<file path="src/rtl/fdiop_pkg.sv">
`default_nettype none
package fdiop_pkg;
  // ==========================================================
  // bus widths
  localparam int unsigned FDIOP_AW = 16;
  localparam int unsigned FDIOP_DW = 32;

  // ==========================================================
  // register byte offsets
  localparam logic [15:0] FDIOP_CTRL_OFS = 16'h0000;
  localparam logic [15:0] FDIOP_STEP_OFS = 16'h0004;
  localparam logic [15:0] FDIOP_FAULT_OFS = 16'h0008;
  localparam logic [15:0] FDIOP_SNSEL_OFS = 16'h000C;
  localparam logic [15:0] FDIOP_SNAP_OFS = 16'h0010;
  localparam logic [15:0] FDIOP_CMD_OFS = 16'h0014;
  localparam logic [15:0] FDIOP_DATA_OFS = 16'h0018;
  localparam logic [15:0] FDIOP_STAT_OFS = 16'h001C;

  // ==========================================================
  // control, fault, command and status field positions
  localparam int unsigned FDIOP_CTRL_ARM = 0;
  localparam int unsigned FDIOP_CTRL_PH_LO = 1;
  localparam int unsigned FDIOP_CTRL_STEP = 4;
  localparam int unsigned FDIOP_CTRL_TM_LO = 5;
  localparam int unsigned FDIOP_CTRL_RESUME = 7;
  localparam int unsigned FDIOP_FLT_DEV = 0;
  localparam int unsigned FDIOP_FLT_MEM = 1;
  localparam int unsigned FDIOP_CMD_WRITE = 0;
  localparam int unsigned FDIOP_ST_DONE = 5;
  localparam int unsigned FDIOP_ST_ERR = 6;

  // ==========================================================
  // test modes, snapshot groups and deskew stage count
  localparam logic [1:0] FDIOP_TM_OFF = 2'h0;
  localparam logic [1:0] FDIOP_TM_SHORT = 2'h1;
  localparam logic [1:0] FDIOP_TM_LONG = 2'h2;
  localparam logic [2:0] FDIOP_SNAP_GROUPS = 3'h7;
  localparam int unsigned FDIOP_DESKEW_STAGES = 2;

  // ==========================================================
  // reset values
  localparam logic [31:0] FDIOP_WORD_RST = 32'h0000_0000;
  localparam logic [2:0] FDIOP_PH_RST = 3'h0;

  typedef enum logic [2:0] {
    PH_IDLE, PH_FETCH, PH_BUFIN, PH_DESKEW, PH_STOR, PH_BUFOUT, PH_STORE
  } fdiop_phase_e;

  typedef struct packed {
    logic valid;
    logic write;
    logic [31:0] data;
  } fdiop_stor_req_s;
endpackage
`default_nettype wire

</file>
<file path="src/rtl/fdiop_deskew.sv">
`default_nettype none
module fdiop_deskew import fdiop_pkg::*; #(
  parameter int unsigned STAGES = FDIOP_DESKEW_STAGES
) (
  // clock and reset
  input wire logic ref_clk,
  input wire logic rstn,
  // stream in, advanced only while en is high
  input wire logic en,
  input wire logic in_valid,
  input wire logic [31:0] in_data,
  // realigned stream out
  output logic out_valid,
  output logic [31:0] out_data
);
  typedef struct packed {
    logic [STAGES-1:0] vld;
    logic [STAGES-1:0][31:0] dat;
  } fdiop_dsk_s;

  fdiop_dsk_s st_reg, st_next;

  // ==========================================================
  // lane realignment pipeline; frozen with the sequencer so a halt
  // never lets a word slip through unseen
  always_comb begin
    st_next = st_reg;
    if (en) begin
      st_next.vld[0] = in_valid;
      st_next.dat[0] = in_data;
      for (int i = 1; i < STAGES; i++) begin
        st_next.vld[i] = st_reg.vld[i-1];
        st_next.dat[i] = st_reg.dat[i-1];
      end
    end
  end

  always_ff @(posedge ref_clk or negedge rstn) begin
    if (!rstn) begin
      st_reg <= '0;
    end else begin
      st_reg <= st_next;
    end
  end

  assign out_valid = st_reg.vld[STAGES-1];
  assign out_data = st_reg.dat[STAGES-1];
endmodule
`default_nettype wire

</file>
<file path="src/rtl/fdiop_maint.sv">
// Operation
// - armed phase is stored; sequencer halts on entering that phase, except fetch, which a command enters from idle
// - after such a halt all sequencer state stays frozen for snapshot reads
// - snapshot read returns one of seven selectable internal groups
// - step mode advances the sequencer at most one phase per step write; the storage and deskew phases take more than one step
// - injected device or memory faults act exactly like real ones
// - two test modes answer normal commands while storage is simulated
// - short loop: memory to buffer and back to memory
// - long loop: memory, buffer, deskew logic, buffer, memory
// - maintenance commands are special writes and reads on the direct bus
// - each transfer carries a 32-bit word and a 16-bit address
//
// Our own choices: the Wishbone interface to the registers and the address map.
`default_nettype none
module fdiop_maint import fdiop_pkg::*; (
  // clock and reset
  input wire logic ref_clk,
  input wire logic rstn,
  // wishbone slave, the direct_io_bus
  input wire logic cyc_i,
  input wire logic stb_i,
  input wire logic we_i,
  input wire logic [15:0] adr_i,
  input wire logic [3:0] sel_i,
  input wire logic [31:0] dat_i,
  output logic ack_o,
  output logic [31:0] dat_o,
  // storage unit link
  output fdiop_stor_req_s stor_o,
  input wire logic stor_ack_i,
  input wire logic [31:0] stor_rdata_i,
  // fault pins
  input wire logic dev_fault_i,
  input wire logic mem_fault_i
);
  typedef struct packed {
    logic ack;
    logic [31:0] dat;
    logic halt_arm;
    logic [2:0] halt_ph;
    logic step_mode;
    logic [1:0] tmode;
    logic inj_dev;
    logic inj_mem;
    logic [2:0] snap_sel;
    logic [31:0] mem_word;
    logic [31:0] buf_word;
    logic [31:0] result;
    fdiop_stor_req_s stor;
    logic dir;
    fdiop_phase_e phase;
    logic halted;
    logic done;
    logic error;
    logic dev_seen;
    logic mem_seen;
    logic [15:0] op_count;
    logic [1:0] dev_sync;
    logic [1:0] mem_sync;
    logic [1:0] ack_sync;
    logic [31:0] rd_s1;
    logic [31:0] rd_s2;
  } fdiop_state_s;

  fdiop_state_s st_reg, st_next;
  logic acc, wr, ctrl_wr, step_wr, adv, busy, fault_any, dsk_in, dsk_valid;
  logic [31:0] dsk_data;

  // ==========================================================
  // helpers
  function automatic logic [31:0] wmerge(input logic [31:0] old, input logic [31:0] nw,
                                         input logic [3:0] sel);
    logic [31:0] r;
    r = old;
    for (int b = 0; b < 4; b++) begin
      if (sel[b]) r[b*8 +: 8] = nw[b*8 +: 8];
    end
    return r;
  endfunction

  function automatic logic [2:0] ph_code(input fdiop_phase_e p);
    return p;
  endfunction

  function automatic logic [31:0] status_word(input fdiop_state_s s);
    return {21'h0, s.tmode, s.mem_seen, s.dev_seen, s.error, s.done,
            (s.phase != PH_IDLE), s.halted, ph_code(s.phase)};
  endfunction

  // ==========================================================
  // bus decode: answer one cycle after the request, writes commit at
  // the edge where the master samples ack, so data is stable then
  assign acc = cyc_i && stb_i && !st_reg.ack;
  assign wr = cyc_i && stb_i && we_i && st_reg.ack;
  assign ctrl_wr = wr && (adr_i == FDIOP_CTRL_OFS);
  assign step_wr = wr && (adr_i == FDIOP_STEP_OFS);
  assign busy = (st_reg.phase != PH_IDLE);
  assign fault_any = st_reg.inj_dev || st_reg.inj_mem ||
                     st_reg.dev_sync[1] || st_reg.mem_sync[1];
  assign adv = !st_reg.halted && (!st_reg.step_mode || step_wr);
  assign dsk_in = adv && (st_reg.phase == PH_BUFIN) && (st_reg.tmode == FDIOP_TM_LONG);

  fdiop_deskew #(
    .STAGES(FDIOP_DESKEW_STAGES)
  ) u_deskew (
    .ref_clk(ref_clk),
    .rstn(rstn),
    .en(adv),
    .in_valid(dsk_in),
    .in_data(st_reg.buf_word),
    .out_valid(dsk_valid),
    .out_data(dsk_data)
  );

  always_comb begin
    logic [31:0] rd;
    logic [31:0] cw;
    rd = 32'h0000_0000;
    cw = wmerge(32'h0000_0000, dat_i, sel_i);
    st_next = st_reg;
    // ========================================================
    // pin synchronisers
    st_next.dev_sync = {st_reg.dev_sync[0], dev_fault_i};
    st_next.mem_sync = {st_reg.mem_sync[0], mem_fault_i};
    st_next.ack_sync = {st_reg.ack_sync[0], stor_ack_i};
    st_next.rd_s1 = stor_rdata_i;
    st_next.rd_s2 = st_reg.rd_s1;
    // ========================================================
    // read mux
    unique case (adr_i)
      FDIOP_CTRL_OFS: rd = {24'h0, 1'b0, st_reg.tmode, st_reg.step_mode,
                           st_reg.halt_ph, st_reg.halt_arm};
      FDIOP_FAULT_OFS: rd = {30'h0, st_reg.inj_mem, st_reg.inj_dev};
      FDIOP_SNSEL_OFS: rd = {29'h0, st_reg.snap_sel};
      FDIOP_SNAP_OFS: begin
        unique case (st_reg.snap_sel)
          3'h0: rd = status_word(st_reg);
          3'h1: rd = st_reg.buf_word;
          3'h2: rd = dsk_data;
          3'h3: rd = st_reg.result;
          3'h4: rd = st_reg.mem_word;
          3'h5: rd = {28'h0, st_reg.stor.valid, st_reg.stor.write,
                      st_reg.mem_sync[1], st_reg.dev_sync[1]};
          3'h6: rd = {st_reg.op_count, 15'h0, st_reg.dir};
          default: rd = 32'h0000_0000;
        endcase
      end
      FDIOP_DATA_OFS: rd = st_reg.mem_word;
      FDIOP_STAT_OFS: rd = status_word(st_reg);
      default: rd = 32'h0000_0000;
    endcase
    st_next.ack = acc;
    if (acc) st_next.dat = rd;
    // ========================================================
    // maintenance writes
    if (ctrl_wr) begin
      if (sel_i[0]) begin
        st_next.halt_arm = cw[FDIOP_CTRL_ARM];
        st_next.halt_ph = cw[FDIOP_CTRL_PH_LO +: 3];
        st_next.step_mode = cw[FDIOP_CTRL_STEP];
        st_next.tmode = cw[FDIOP_CTRL_TM_LO +: 2];
        if (cw[FDIOP_CTRL_RESUME] || !cw[FDIOP_CTRL_ARM]) st_next.halted = 1'b0;
      end
    end
    if (wr && adr_i == FDIOP_FAULT_OFS && sel_i[0]) begin
      st_next.inj_dev = cw[FDIOP_FLT_DEV];
      st_next.inj_mem = cw[FDIOP_FLT_MEM];
    end
    if (wr && adr_i == FDIOP_SNSEL_OFS && sel_i[0]) st_next.snap_sel = cw[2:0];
    if (wr && adr_i == FDIOP_DATA_OFS && !busy) begin
      st_next.mem_word = wmerge(st_reg.mem_word, dat_i, sel_i);
    end
    if (wr && adr_i == FDIOP_STAT_OFS && sel_i[0]) begin
      if (cw[FDIOP_ST_DONE]) st_next.done = 1'b0;
      if (cw[FDIOP_ST_ERR]) st_next.error = 1'b0;
    end
    if (wr && adr_i == FDIOP_CMD_OFS && !busy) begin
      st_next.dir = cw[FDIOP_CMD_WRITE];
      st_next.phase = PH_FETCH;
      st_next.op_count = st_reg.op_count + 16'h0001;
    end
    if (st_reg.dev_sync[1] || st_reg.inj_dev) st_next.dev_seen = 1'b1;
    if (st_reg.mem_sync[1] || st_reg.inj_mem) st_next.mem_seen = 1'b1;
    // ========================================================
    // phase sequencer
    if (adv && busy) begin
      if (fault_any) begin
        st_next.phase = PH_IDLE;
        st_next.error = 1'b1;
        st_next.stor.valid = 1'b0;
      end else begin
        unique case (st_reg.phase)
          PH_FETCH: begin
            st_next.buf_word = st_reg.mem_word;
            st_next.phase = PH_BUFIN;
          end
          PH_BUFIN: begin
            if (st_reg.tmode == FDIOP_TM_SHORT) begin
              st_next.phase = PH_BUFOUT;
            end else if (st_reg.tmode == FDIOP_TM_LONG) begin
              st_next.phase = PH_DESKEW;
            end else begin
              st_next.phase = PH_STOR;
            end
          end
          PH_DESKEW: begin
            if (dsk_valid) begin
              st_next.buf_word = dsk_data;
              st_next.phase = PH_BUFOUT;
            end
          end
          PH_STOR: begin
            // handshake with the storage unit; ack is a synced level
            st_next.stor = '{valid: 1'b1, write: st_reg.dir, data: st_reg.buf_word};
            if (st_reg.ack_sync[1] && st_reg.stor.valid) begin
              st_next.stor.valid = 1'b0;
              if (!st_reg.dir) st_next.buf_word = st_reg.rd_s2;
              st_next.phase = PH_BUFOUT;
            end
          end
          PH_BUFOUT: begin
            st_next.result = st_reg.buf_word;
            st_next.phase = PH_STORE;
          end
          PH_STORE: begin
            st_next.mem_word = st_reg.result;
            st_next.done = 1'b1;
            st_next.phase = PH_IDLE;
          end
          default: st_next.phase = PH_IDLE;
        endcase
      end
      // halt on entry into the armed phase; set beats a resume clear
      if (st_reg.halt_arm && st_next.phase != st_reg.phase &&
          ph_code(st_next.phase) == st_reg.halt_ph) begin
        st_next.halted = 1'b1;
      end
    end
  end

  always_ff @(posedge ref_clk or negedge rstn) begin
    if (!rstn) begin
      st_reg <= '{phase: PH_IDLE, halt_ph: FDIOP_PH_RST, dat: FDIOP_WORD_RST,
                  mem_word: FDIOP_WORD_RST, default: '0};
    end else begin
      st_reg <= st_next;
    end
  end

  assign ack_o = st_reg.ack;
  assign dat_o = st_reg.dat;
  assign stor_o = st_reg.stor;
endmodule
`default_nettype wire

</file>
<file path="config.mk">
export PLATFORM = sky130hd
export DESIGN_NAME = fdiop_maint
export DESIGN_NICKNAME = d
export VERILOG_FILES = /design/src/rtl/fdiop_pkg.sv /design/src/rtl/fdiop_deskew.sv /design/src/rtl/fdiop_maint.sv
export SDC_FILE = /design/constraint.sdc
export NUM_CORES = 1
export LEC_CHECK = 0
export BUFFER_PORTS_ARGS = -buffer_cell sky130_fd_sc_hd__buf_2
export CAP_MARGIN = 20
export CORE_MARGIN = 5
export CORE_UTILIZATION = 60
export CTS_BUF_LIST = sky130_fd_sc_hd__clkbuf_8
export CTS_CLUSTER_DIAMETER = 80
export CTS_CLUSTER_SIZE = 20
export DETAILED_ROUTE_END_ITERATION = 12
export PLACE_DENSITY_LB_ADDON = 0.08
export SYNTH_ARGS = -nofsm -noshare
export SYNTH_HDL_FRONTEND = slang
export SYNTH_SLANG_ARGS = --single-unit
</file>
<file path="constraint.sdc">
create_clock -name ref_clk -period 2.7 [get_ports ref_clk]
set_input_delay 0.54 -clock ref_clk [delete_from_list [all_inputs] [get_ports ref_clk]]
set_output_delay 0.54 -clock ref_clk [all_outputs]
set_load 0.1 [all_outputs]
</file>
==> flow_results.xml, run 1 <==
<?xml version="1.0" encoding="UTF-8"?>
<metrics>
  <group name="pwr">
    <metric name="pwr_density_cell" unit="nW/µm²">467</metric>
    <metric name="vdd.ir_drop.worst" unit="mV">0.466</metric>
    <metric name="p_leak" unit="nW">8.07</metric>
  </group>
  <group name="synthesis">
    <metric name="syn_area_per_cell" unit="µm²">11.9</metric>
    <metric name="synth_cell_type_count" unit="">63</metric>
    <metric name="netlist_top_cells_area" unit="">dfrtp_1, mux2_2, mux2_1</metric>
    <metric name="synth.cell_area" unit="µm²">15000</metric>
    <metric name="ys.flop_type" unit="">dfrtp_1</metric>
    <metric name="syn-instance-count" unit="">1260</metric>
    <metric name="yosys_warnings" unit="">0</metric>
    <metric name="number_of_flops_mapped_to_enable_cells_by_yosys" unit="">0</metric>
    <metric name="yosys.area.top_type_share" unit="">0.561</metric>
    <metric name="synth_largest_area_cell" unit="">dfrtp_1</metric>
    <metric name="synth.ff_latch_count" unit="">336</metric>
    <metric name="postSynthNetCount" unit="">1356</metric>
    <metric name="ys_seq_area_frac" unit="">0.561</metric>
    <metric name="async_flop_share" unit="">1.00</metric>
  </group>
  <group name="setup_path">
    <metric name="critPathCaptureType" unit="">flip-flop</metric>
    <metric name="worst_ep_arrival_time" unit="ps">2890</metric>
    <metric name="crit_path_max_incr_delay" unit="ps">620</metric>
    <metric name="timing.critical_path.slowest_stage_cell" unit="">nor4_2</metric>
    <metric name="crit_path_start_kind" unit="">flip-flop</metric>
    <metric name="r2r_setup_slack" unit="ps">270</metric>
    <metric name="r2r-end" unit="">st_reg[146]$_DFFE_PN0P_</metric>
    <metric name="crit_path_max_fanout" unit="">9</metric>
    <metric name="cells_traversed_along_the_worst_timing_path" unit="">nor4_2 &gt; nand2_1 &gt; nor3_2 &gt; and3_1 &gt; buf_4 &gt; mux2_1</metric>
    <metric name="worstPathRequired" unit="ps">3160</metric>
    <metric name="source_of_the_critical_timing_path" unit="">st_reg[67]$_DFF_PN0_</metric>
    <metric name="timing.setup.critical_path_class" unit="">flip-flop to flip-flop</metric>
    <metric name="rr_worst_depth" unit="">6</metric>
    <metric name="r2r-start" unit="">st_reg[67]$_DFF_PN0_</metric>
    <metric name="critical_path.endpoint" unit="">st_reg[146]$_DFFE_PN0P_</metric>
  </group>
  <group name="clock_tree">
    <metric name="clock_latency" unit="ps">570</metric>
    <metric name="clk_path_buf_depth" unit="">3</metric>
    <metric name="number_of_buffers_created_by_cts" unit="">20</metric>
    <metric name="post_cts_buffers" unit="">0</metric>
    <metric name="clkSlewWorstSetupHoldPaths" unit="ps">120</metric>
    <metric name="h-tree-depth" unit="">1</metric>
    <metric name="hold_buf_count_cts" unit="">1</metric>
    <metric name="clk_root_buffer_cell" unit="">clkbuf_8</metric>
    <metric name="tritoncts" unit="">yes</metric>
    <metric name="clock_sink_count" unit="">336</metric>
    <metric name="postCtsResizedCells" unit="">0</metric>
  </group>
  <group name="global_route">
    <metric name="grt_start_max_net_pins" unit="">79</metric>
    <metric name="grt_use_met3" unit="">0.0490</metric>
    <metric name="groute.layer.met1.usage" unit="">0.405</metric>
    <metric name="first_global_vias" unit="">10600</metric>
    <metric name="globalRoute.busiestLayer" unit="">met2</metric>
    <metric name="globalRoute.totalOverflow" unit="">0</metric>
    <metric name="antenna_found_initial" unit="">0</metric>
    <metric name="grt_pass1_wl" unit="mm">60.8</metric>
    <metric name="groute.layer.met2.usage" unit="">0.429</metric>
    <metric name="grt_usage" unit="">0.272</metric>
  </group>
  <group name="finish">
    <metric name="post_route_cells_drive_above_1_share" unit="">0.278</metric>
    <metric name="number_of_flip_flops_in_the_largest_register" unit="">168</metric>
    <metric name="flow.area_growth_from_synthesis" unit="%">9.80</metric>
    <metric name="fin_area" unit="µm²">16400</metric>
    <metric name="antennaDiodeCount" unit="">0</metric>
    <metric name="finish.net_count" unit="">1477</metric>
  </group>
  <group name="routing">
    <metric name="route.detailed.wl_per_inst" unit="µm">22.4</metric>
    <metric name="vias_per_cell" unit="">6.04</metric>
    <metric name="ant_nets" unit="">0</metric>
    <metric name="post-route-drc-count" unit="">0</metric>
    <metric name="routed-via-count" unit="">10300</metric>
    <metric name="drt_iter0_drc" unit="">953</metric>
    <metric name="drt_pass1_iterations" unit="">5</metric>
    <metric name="totalWireLength" unit="mm">38.2</metric>
  </group>
  <group name="placement">
    <metric name="io_buffer_count" unit="">158</metric>
    <metric name="detailed_place_hpwl" unit="mm">27.0</metric>
    <metric name="post_dp_cell_area" unit="µm²">16100</metric>
    <metric name="gpl.final_weighted_congestion" unit="">0.901</metric>
  </group>
  <group name="floorplan">
    <metric name="die_y" unit="µm">168</metric>
    <metric name="initial_util" unit="">0.612</metric>
    <metric name="placeableCoreArea" unit="µm²">24500</metric>
    <metric name="chipWidth" unit="µm">168</metric>
    <metric name="num_rows" unit="">57</metric>
    <metric name="io_pins" unit="">159</metric>
    <metric name="floorplan.die_area" unit="µm²">28200</metric>
  </group>
  <group name="sta">
    <metric name="final.setup_skew" unit="ps">16.0</metric>
    <metric name="final_count_of_hold_timing_violations" unit="">0</metric>
    <metric name="max_slew.worst_pin.slew" unit="ps">774</metric>
    <metric name="final.min_clock_period" unit="ps">2430</metric>
    <metric name="fmax" unit="MHz">411</metric>
    <metric name="maxSlewHeadroom" unit="">0.483</metric>
    <metric name="worst_hold_slack" unit="ps">66.3</metric>
    <metric name="finalMaxSlewViolations" unit="">0</metric>
    <metric name="setup_viol" unit="">0</metric>
    <metric name="setup-tns-final" unit="ps">0</metric>
    <metric name="min_period_over_period" unit="">0.901</metric>
    <metric name="rsz0062_at_grt" unit="">false</metric>
  </group>
  <group name="job">
    <metric name="max_cap_viol_count" unit="">0</metric>
  </group>
  <group name="status">
    <metric name="run_status" unit="">finished, final reports clean</metric>
  </group>
  <group name="worst_hold_path">
    <metric name="worst_hold_path_type" unit="">input pin to flip-flop</metric>
  </group>
</metrics>
==> where the power goes <==
| group | switching (mW) | internal (mW) | total (mW) |
|---|---|---|---|
| clock network | 1.51 | 0.718 | 2.23 |
| registers | 0.0266 | 5.09 | 5.12 |
| logic | 0.241 | 0.0953 | 0.337 |
| total | 1.78 | 5.90 | 7.68 |
==> worst max-delay path: cells and delay by family (launching register included) <==
family	cells	cell delay (ps)
and+or+nand+nor	4	1310
muxes	1	340
buffers and inverters	1	230
DFF	1	450
==> cell families after synthesis <==
kind of cell | Yosys count | share of synthesized area
muxes | 212 | 0.162
xor gates and xnor gates | 17 | 0.00994
and+or+nand+nor | 255 | 0.0820
AOI/OAI and AO/OA | 287 | 0.122
adders and majority gates | 4 | 0.00334
buffers and inverters | 149 | 0.0592
DFF | 336 | 0.561
==> placed cells by master (no fill, tap or decap), types with 5 or more instances in the layout <==
cell type,n
mux4_2,9
inv_1,12
dfrtp_1,335
nor3_2,5
a21oi_1,36
buf_4,67
o21ai_0,125
nand2_1,144
clkbuf_8,21
nor2_1,33
and3_1,8
buf_12,13
a22o_1,47
mux2_1,60
mux2_2,95
nor2b_1,7
xor2_1,7
buf_2,157
nor3_1,7
a22oi_1,41
xnor2_1,10
nand4_1,10
mux2i_1,48
a221oi_1,5
nand3_1,8
==> routing by layer <==
layer,part of all wire,vias up
li1,-,4665
met1,0.45,5233
met2,0.46,372
met3,0.071,43
met4,0.020,0
met5,0,-
==> synthesized netlist by cell type, types with 7 or more instances <==
| cell type | count |
|---|---|
| dfrtp_1 | 336 |
| nand2_1 | 144 |
| o21ai_0 | 125 |
| mux2_2 | 95 |
| buf_4 | 70 |
| mux2_1 | 60 |
| mux2i_1 | 48 |
| a22o_1 | 47 |
| clkbuf_1 | 42 |
| a22oi_1 | 41 |
| a21oi_1 | 36 |
| nor2_1 | 34 |
| buf_2 | 14 |
| nand4_1 | 10 |
| xnor2_1 | 10 |
| inv_1 | 9 |
| mux4_2 | 9 |
| and3_1 | 8 |
| nand3_1 | 8 |
| buf_1 | 7 |
| nor2b_1 | 7 |
| nor3_1 | 7 |
| xor2_1 | 7 |
==> through the flow <==
step / setup WS (ps) / utilization / std cells / total power [mW]
detailed placement: 74.5 / 0.659 / 1682 / 5.56
global placement: 114 / 0.659 / 1682 / 5.55
CTS: 309 / 0.672 / 1708 / 7.74
floorplan: 26.1 / - / 1260 / 5.31
global route: 157 / 0.672 / 1708 / 7.98
finish: 266 / 0.672 / 1708 / 7.68
==> layout make-up <==
| cell class | instances | area [µm²] |
|---|---|---|
| Clock buffer | 21 | 289 |
| Clock inverter | 4 | 20.0 |
| Fill cell | 1858 | 8020 |
| Inverter | 9 | 33.8 |
| Multi-Input combinational cell | 775 | 5710 |
| Sequential cell | 336 | 8410 |
| Tap cell | 324 | 405 |
| Timing Repair Buffer | 239 | 1570 |
==> worst min path at each step <==
stage,startpoint,to,slack [ps],cells after the start
after floorplan,rstn,ack_o$_DFF_PN0_,240,0
after global placement,st_next[30]$_DFF_PN0_,st_reg[30]$_DFF_PN0_,330,0
after detailed placement,st_next[12]$_DFF_PN0_,st_reg[12]$_DFF_PN0_,330,0
after CTS,stor_rdata_i[13],st_next[13]$_DFF_PN0_,40,1
after global routing,stor_rdata_i[21],st_next[21]$_DFF_PN0_,30,1
final,stor_rdata_i[21],st_next[21]$_DFF_PN0_,70,1
(Power assumes the default switching activity.)
==> inputs of run 2 (changes only) <==
Clock period 2.7 ns to 2.4 ns, I/O delays scaled along.
==> run 2 against run 1 <==
Non-clock buffer count up 52. Largest power group unchanged. First-iteration DRC count down 17%. Clock skew up 16 ps. Hold slack worse by 22 ps. Sequential share of layout area down 1.5 points. Sequential power up 12%. Power up 13%. Critical path type unchanged. Utilization up 2.0 points. Register-to-register slack worse by 110 ps. Via count up 1.3%.
==> flow_results.xml, run 2 (synthesis gave the netlist of run 1 again) <==
<?xml version="1.0" encoding="UTF-8"?>
<metrics>
  <group name="status">
    <metric name="run_status" unit="">finished, final reports clean</metric>
  </group>
  <group name="global_route">
    <metric name="groute.layer.met1.usage" unit="">0.398</metric>
    <metric name="groute.layer.met2.usage" unit="">0.425</metric>
    <metric name="globalRoute.busiestLayer" unit="">met2</metric>
    <metric name="globalRoute.totalOverflow" unit="">0</metric>
    <metric name="first_global_vias" unit="">10700</metric>
    <metric name="grt_usage" unit="">0.270</metric>
    <metric name="grt_start_max_net_pins" unit="">68</metric>
    <metric name="grt_use_met3" unit="">0.0525</metric>
    <metric name="antenna_found_initial" unit="">0</metric>
    <metric name="grt_pass1_wl" unit="mm">60.9</metric>
  </group>
  <group name="finish">
    <metric name="fillerInstances" unit="">1792</metric>
    <metric name="number_of_flip_flops_in_the_largest_register" unit="">168</metric>
    <metric name="post_route_cells_drive_above_1_share" unit="">0.282</metric>
    <metric name="mostFrequentLayoutCell" unit="">dfrtp_1</metric>
    <metric name="number_of_standard_cells_in_the_final_layout_excluding_fillers" unit="">1758</metric>
    <metric name="flow.area_growth_from_synthesis" unit="%">13.1</metric>
    <metric name="final_cell_mix" unit="">dfrtp_1, buf_2, nand2_1</metric>
    <metric name="antennaDiodeCount" unit="">0</metric>
    <metric name="finish.net_count" unit="">1529</metric>
  </group>
  <group name="floorplan">
    <metric name="die_y" unit="µm">168</metric>
    <metric name="chipWidth" unit="µm">168</metric>
    <metric name="initial_util" unit="">0.612</metric>
    <metric name="num_rows" unit="">57</metric>
    <metric name="io_pins" unit="">159</metric>
    <metric name="placeableCoreArea" unit="µm²">24500</metric>
    <metric name="floorplan.die_area" unit="µm²">28200</metric>
  </group>
  <group name="placement">
    <metric name="io_buffer_count" unit="">158</metric>
    <metric name="inst_count_dp" unit="">1701</metric>
    <metric name="gpl.final_weighted_congestion" unit="">0.926</metric>
    <metric name="pre_cts_ws" unit="ps">-165</metric>
    <metric name="detailed_place_hpwl" unit="mm">26.4</metric>
  </group>
  <group name="clock_tree">
    <metric name="clock_latency" unit="ps">580</metric>
    <metric name="number_of_buffers_created_by_cts" unit="">20</metric>
    <metric name="post_cts_buffers" unit="">0</metric>
    <metric name="clk_root_buffer_cell" unit="">clkbuf_8</metric>
    <metric name="tritoncts" unit="">yes</metric>
    <metric name="clk_path_buf_depth" unit="">3</metric>
    <metric name="clkSlewWorstSetupHoldPaths" unit="ps">120</metric>
    <metric name="clock_sink_count" unit="">336</metric>
    <metric name="h-tree-depth" unit="">1</metric>
  </group>
  <group name="worst_hold_path">
    <metric name="hold_depth" unit="">1</metric>
    <metric name="worst_hold_path_type" unit="">input pin to flip-flop</metric>
  </group>
  <group name="sta">
    <metric name="final.setup_skew" unit="ps">31.5</metric>
    <metric name="min_period_over_period" unit="">0.933</metric>
    <metric name="max_slew.worst_pin.slew" unit="ps">569</metric>
    <metric name="final.setup.worst_slack" unit="ps">161</metric>
    <metric name="finalMaxSlewViolations" unit="">0</metric>
    <metric name="fmax" unit="MHz">447</metric>
    <metric name="maxSlewHeadroom" unit="">0.621</metric>
    <metric name="setup_viol" unit="">0</metric>
    <metric name="final_count_of_hold_timing_violations" unit="">0</metric>
    <metric name="setup-tns-final" unit="ps">0</metric>
    <metric name="rsz0062_at_grt" unit="">false</metric>
    <metric name="final.min_clock_period" unit="ps">2240</metric>
  </group>
  <group name="pwr">
    <metric name="p_leak" unit="nW">8.30</metric>
    <metric name="pwr_density_cell" unit="nW/µm²">511</metric>
    <metric name="vdd.ir_drop.worst" unit="mV">0.542</metric>
  </group>
  <group name="routing">
    <metric name="route.detailed.wl_per_inst" unit="µm">21.4</metric>
    <metric name="routed-via-count" unit="">10500</metric>
    <metric name="totalWireLength" unit="mm">37.7</metric>
    <metric name="drt_iter0_drc" unit="">792</metric>
    <metric name="ant_nets" unit="">0</metric>
    <metric name="drt_pass1_iterations" unit="">6</metric>
    <metric name="post-route-drc-count" unit="">0</metric>
    <metric name="vias_per_cell" unit="">5.94</metric>
  </group>
  <group name="setup_path">
    <metric name="timing.critical_path.slowest_stage_cell" unit="">dfrtp_1</metric>
    <metric name="timing.setup.critical_path_class" unit="">flip-flop to flip-flop</metric>
    <metric name="crit_path_max_incr_delay" unit="ps">450</metric>
    <metric name="cells_traversed_along_the_worst_timing_path" unit="">nor4_2 &gt; buf_4 &gt; nand2_1 &gt; nor3_2 &gt; and3_1 &gt; buf_12 &gt; mux2_1</metric>
    <metric name="critPathCaptureType" unit="">flip-flop</metric>
    <metric name="critical_path_buf_inv_count" unit="">2</metric>
    <metric name="cp.depth" unit="">7</metric>
    <metric name="crit_family" unit="">simple AND/OR/NAND/NOR gates</metric>
    <metric name="crit_path_start_kind" unit="">flip-flop</metric>
    <metric name="rr_worst_depth" unit="">7</metric>
    <metric name="worst_ep_arrival_time" unit="ps">2690</metric>
    <metric name="crit_path_max_fanout" unit="">15</metric>
    <metric name="worstPathRequired" unit="ps">2850</metric>
  </group>
  <group name="job">
    <metric name="max_cap_viol_count" unit="">0</metric>
  </group>
</metrics>
run 2: changes by cell type in the layout (fill, tap and decap cells not counted), sizes merged:
cell,change
buf,+19
clkinv,+1
dlygate4sd3,+33
inv,-3
run 2: path summary, 6_finish.rpt:
kind                                      start                               to  slack, ps
setup / recovery           st_reg[67]$_DFF_PN0_          st_reg[133]$_DFFE_PN0P_        160
hold / removal                  stor_rdata_i[1]             st_next[1]$_DFF_PN0_         40
setup reg to reg           st_reg[67]$_DFF_PN0_          st_reg[133]$_DFFE_PN0P_        160
hold reg to reg            st_next[6]$_DFF_PN0_              st_reg[6]$_DFF_PN0_        350
max in group asynchronous                  rstn  u_deskew.st_reg[31]$_DFFE_PN0P_       1170
min in group asynchronous                  rstn             st_reg[65]$_DFF_PN0_        450
run 2: metrics by stage:
stage	hold slack [ps]	total power, mW	cell area [µm²]	utilization
floorplan	184	5.97	15000	-
global placement	332	6.25	16300	0.667
detailed placement	335	6.25	16300	0.667
CTS	7.48	8.74	16900	0.693
global route	16.9	8.99	16900	0.693
finish	44.5	8.67	16900	0.693
run 2: worst reg2reg max path: cells and delay by family (launching register included):
| kind | cells | cell delay, ps |
|---|---|---|
| buffers and inverters | 2 | 430 |
| multiplexers | 1 | 350 |
| flip-flops | 1 | 450 |
| AND/OR/NAND/NOR | 4 | 880 |
run 2: final cells by class:
cell class | count | area (µm²) | area share
Sequential cell | 336 | 8410 | 0.496
Multi-Input combinational cell | 775 | 5710 | 0.337
Timing Repair Buffer | 291 | 2080 | 0.123
Tap cell | 324 | 405 | 0.0239
Clock buffer | 21 | 289 | 0.0171
Inverter | 9 | 33.8 | 0.00199
Clock inverter | 2 | 8.76 | 0.000517
run 2: metal layers:
layer / up-vias / wire, µm
met5: - / 0
met4: 0 / 746
met3: 47 / 2710
met2: 366 / 17400
met1: 5269 / 16800
li1: 4769 / -
run 2: timing repair:
action                    CTS  global route
hold buffers               34             0
hold endpoints to repair   92             0
resized for setup           0             0
run 2: report_power, final:
group	switching [mW]	leakage, nW	total (mW)	internal, mW
Combinational	0.276	3.64	0.423	0.147
Clock	1.69	0.160	2.49	0.799
Sequential	0.0283	4.50	5.75	5.73
Total	2.00	8.30	8.67	6.67
==> inputs of run 3 (changes only) <==
Settings changed: REMOVE_ABC_BUFFERS from default to 1.
==> run 3 against run 2 <==
Clock skew shrank 5.9 ps. Flip-flop and latch count is the same. First-iteration DRC count grew 15%. Critical endpoint is now stor_o[31]$_DFFE_PN0P_.
==> flow_results.xml, run 3 (synthesis gave the netlist of run 1 again) <==
<?xml version="1.0" encoding="UTF-8"?>
<metrics>
  <group name="global_route">
    <metric name="globalRoute.totalOverflow" unit="">0</metric>
    <metric name="grt_usage" unit="">0.276</metric>
    <metric name="first_global_vias" unit="">11000</metric>
    <metric name="antenna_found_initial" unit="">0</metric>
    <metric name="grt_pass1_wl" unit="mm">62.3</metric>
    <metric name="grt_start_max_net_pins" unit="">83</metric>
  </group>
  <group name="finish">
    <metric name="number_of_flip_flops_in_the_largest_register" unit="">168</metric>
    <metric name="fin_area" unit="µm²">16900</metric>
    <metric name="mostFrequentLayoutCell" unit="">dfrtp_1</metric>
    <metric name="final_cell_mix" unit="">dfrtp_1, buf_2, nand2_1</metric>
    <metric name="fillerInstances" unit="">1889</metric>
    <metric name="number_of_standard_cells_in_the_final_layout_excluding_fillers" unit="">1751</metric>
    <metric name="antennaDiodeCount" unit="">0</metric>
    <metric name="finish.net_count" unit="">1522</metric>
    <metric name="post_route_cells_drive_above_1_share" unit="">0.279</metric>
    <metric name="flow.area_growth_from_synthesis" unit="%">13.2</metric>
  </group>
  <group name="clock_tree">
    <metric name="clock_latency" unit="ps">580</metric>
    <metric name="h-tree-depth" unit="">1</metric>
    <metric name="tritoncts" unit="">yes</metric>
    <metric name="post_cts_buffers" unit="">0</metric>
    <metric name="clkSlewWorstSetupHoldPaths" unit="ps">110</metric>
    <metric name="clk_root_buffer_cell" unit="">clkbuf_8</metric>
    <metric name="number_of_buffers_created_by_cts" unit="">20</metric>
    <metric name="clk_path_buf_depth" unit="">3</metric>
    <metric name="clock_sink_count" unit="">336</metric>
  </group>
  <group name="sta">
    <metric name="worst_hold_slack" unit="ps">26.8</metric>
    <metric name="final_count_of_hold_timing_violations" unit="">0</metric>
    <metric name="max_slew.worst_pin.slew" unit="ps">683</metric>
    <metric name="final.min_clock_period" unit="ps">2320</metric>
    <metric name="finalMaxSlewViolations" unit="">0</metric>
    <metric name="rsz0062_at_grt" unit="">false</metric>
    <metric name="min_period_over_period" unit="">0.965</metric>
    <metric name="maxSlewHeadroom" unit="">0.544</metric>
    <metric name="fmax" unit="MHz">432</metric>
    <metric name="final.setup_skew" unit="ps">25.7</metric>
    <metric name="setup_viol" unit="">0</metric>
  </group>
  <group name="routing">
    <metric name="drt_pass1_iterations" unit="">5</metric>
    <metric name="drt_iter0_drc" unit="">912</metric>
    <metric name="ant_nets" unit="">0</metric>
    <metric name="totalWireLength" unit="mm">38.3</metric>
    <metric name="vias_per_cell" unit="">5.97</metric>
    <metric name="post-route-drc-count" unit="">0</metric>
    <metric name="routed-via-count" unit="">10500</metric>
    <metric name="route.detailed.wl_per_inst" unit="µm">21.9</metric>
  </group>
  <group name="floorplan">
    <metric name="die_y" unit="µm">168</metric>
    <metric name="io_pins" unit="">159</metric>
    <metric name="initial_util" unit="">0.612</metric>
    <metric name="num_rows" unit="">57</metric>
    <metric name="chipWidth" unit="µm">168</metric>
    <metric name="placeableCoreArea" unit="µm²">24500</metric>
    <metric name="floorplan.die_area" unit="µm²">28200</metric>
  </group>
  <group name="setup_path">
    <metric name="crit_path_max_fanout" unit="">10</metric>
    <metric name="crit_path_start_kind" unit="">flip-flop</metric>
    <metric name="source_of_the_critical_timing_path" unit="">st_reg[67]$_DFF_PN0_</metric>
    <metric name="rr_worst_depth" unit="">6</metric>
    <metric name="critical_path.endpoint" unit="">stor_o[31]$_DFFE_PN0P_</metric>
    <metric name="r2r-start" unit="">st_reg[67]$_DFF_PN0_</metric>
    <metric name="r2r-end" unit="">stor_o[31]$_DFFE_PN0P_</metric>
    <metric name="r2r_setup_slack" unit="ps">80</metric>
    <metric name="worst_ep_arrival_time" unit="ps">2770</metric>
    <metric name="timing.critical_path.slowest_stage_cell" unit="">nor4_2</metric>
    <metric name="cells_traversed_along_the_worst_timing_path" unit="">nor4_2 &gt; nand2_1 &gt; nor3_2 &gt; and2_2 &gt; buf_12 &gt; mux2_2</metric>
    <metric name="critPathCaptureType" unit="">flip-flop</metric>
    <metric name="timing.setup.critical_path_class" unit="">flip-flop to flip-flop</metric>
    <metric name="crit_path_max_incr_delay" unit="ps">520</metric>
    <metric name="worstPathRequired" unit="ps">2850</metric>
  </group>
  <group name="status">
    <metric name="run_status" unit="">finished, final reports clean</metric>
  </group>
  <group name="placement">
    <metric name="detailed_place_hpwl" unit="mm">26.8</metric>
    <metric name="inst_count_dp" unit="">1692</metric>
    <metric name="io_buffer_count" unit="">158</metric>
    <metric name="gpl.final_weighted_congestion" unit="">0.959</metric>
    <metric name="post_dp_cell_area" unit="µm²">16300</metric>
  </group>
  <group name="worst_hold_path">
    <metric name="worst_hold_path_type" unit="">input pin to flip-flop</metric>
  </group>
  <group name="job">
    <metric name="max_cap_viol_count" unit="">0</metric>
  </group>
  <group name="pwr">
    <metric name="pwr_density_cell" unit="nW/µm²">514</metric>
    <metric name="vdd.ir_drop.worst" unit="mV">0.476</metric>
    <metric name="p_leak" unit="nW">8.30</metric>
  </group>
</metrics>
## run 3: worst min-delay path by stage
stage | start | to | slack (ps) | cells past startpoint
after floorplan | rstn | ack_o$_DFF_PN0_ | 180 | 0
after global placement | st_next[8]$_DFF_PN0_ | st_reg[8]$_DFF_PN0_ | 330 | 0
after detailed placement | st_next[13]$_DFF_PN0_ | st_reg[13]$_DFF_PN0_ | 330 | 0
after CTS | stor_rdata_i[3] | st_next[3]$_DFF_PN0_ | 0.8 | 1
after global routing | mem_fault_i | st_next[67]$_DFF_PN0_ | 0.3 | 1
final | mem_fault_i | st_next[67]$_DFF_PN0_ | 30 | 1
## run 3: metal layers
layer,GRT usage,routed length (µm),up-vias
li1,-,-,4752
met1,0.407,17100,5339
met2,0.447,18400,310
met3,0.0342,2080,55
met4,0.0607,778,0
met5,0,0,-
## run 3: final cells by class
cell class | instances | area (µm²) | area share
repair buffers | 284 | 2060 | 0.122
inverters | 9 | 33.8 | 0.00199
well taps | 324 | 405 | 0.0239
flip-flops and latches | 336 | 8410 | 0.496
clock inverters | 1 | 8.76 | 0.000517
multi-input cells | 775 | 5730 | 0.338
clock buffers | 22 | 303 | 0.0179
## run 3: power by group
part,switching [mW],leakage (nW),internal (mW)
sequential,0.0272,4.50,5.73
combinational,0.275,3.64,0.143
clock,1.70,0.163,0.836
## run 3: timing repair
action | in CTS | in global routing
resized for setup | 0 | 3
endpoints found under the hold margin | 73 | 2
hold buffers | 33 | 2
endpoints found under the setup margin | 0 | 12
## run 3: critical path, delay by kind of cell, from the launching register on
kind | cells | cell delay (ps)
simple gates | 4 | 1210
mux | 1 | 350
flops | 1 | 460
buf+inv | 1 | 190
## run 3: per-stage QoR
step                      total power, mW  utilization  worst slack (ps)  TNS, ps
after floorplan                      5.95            -             -2090  -252030
after global placement               6.24        0.665              -159    -6770
after detailed placement             6.24        0.665              -220   -12690
after CTS                            8.78        0.691              38.7        0
after global routing                 9.04        0.693              10.5        0
final                                8.71        0.693              83.9        0
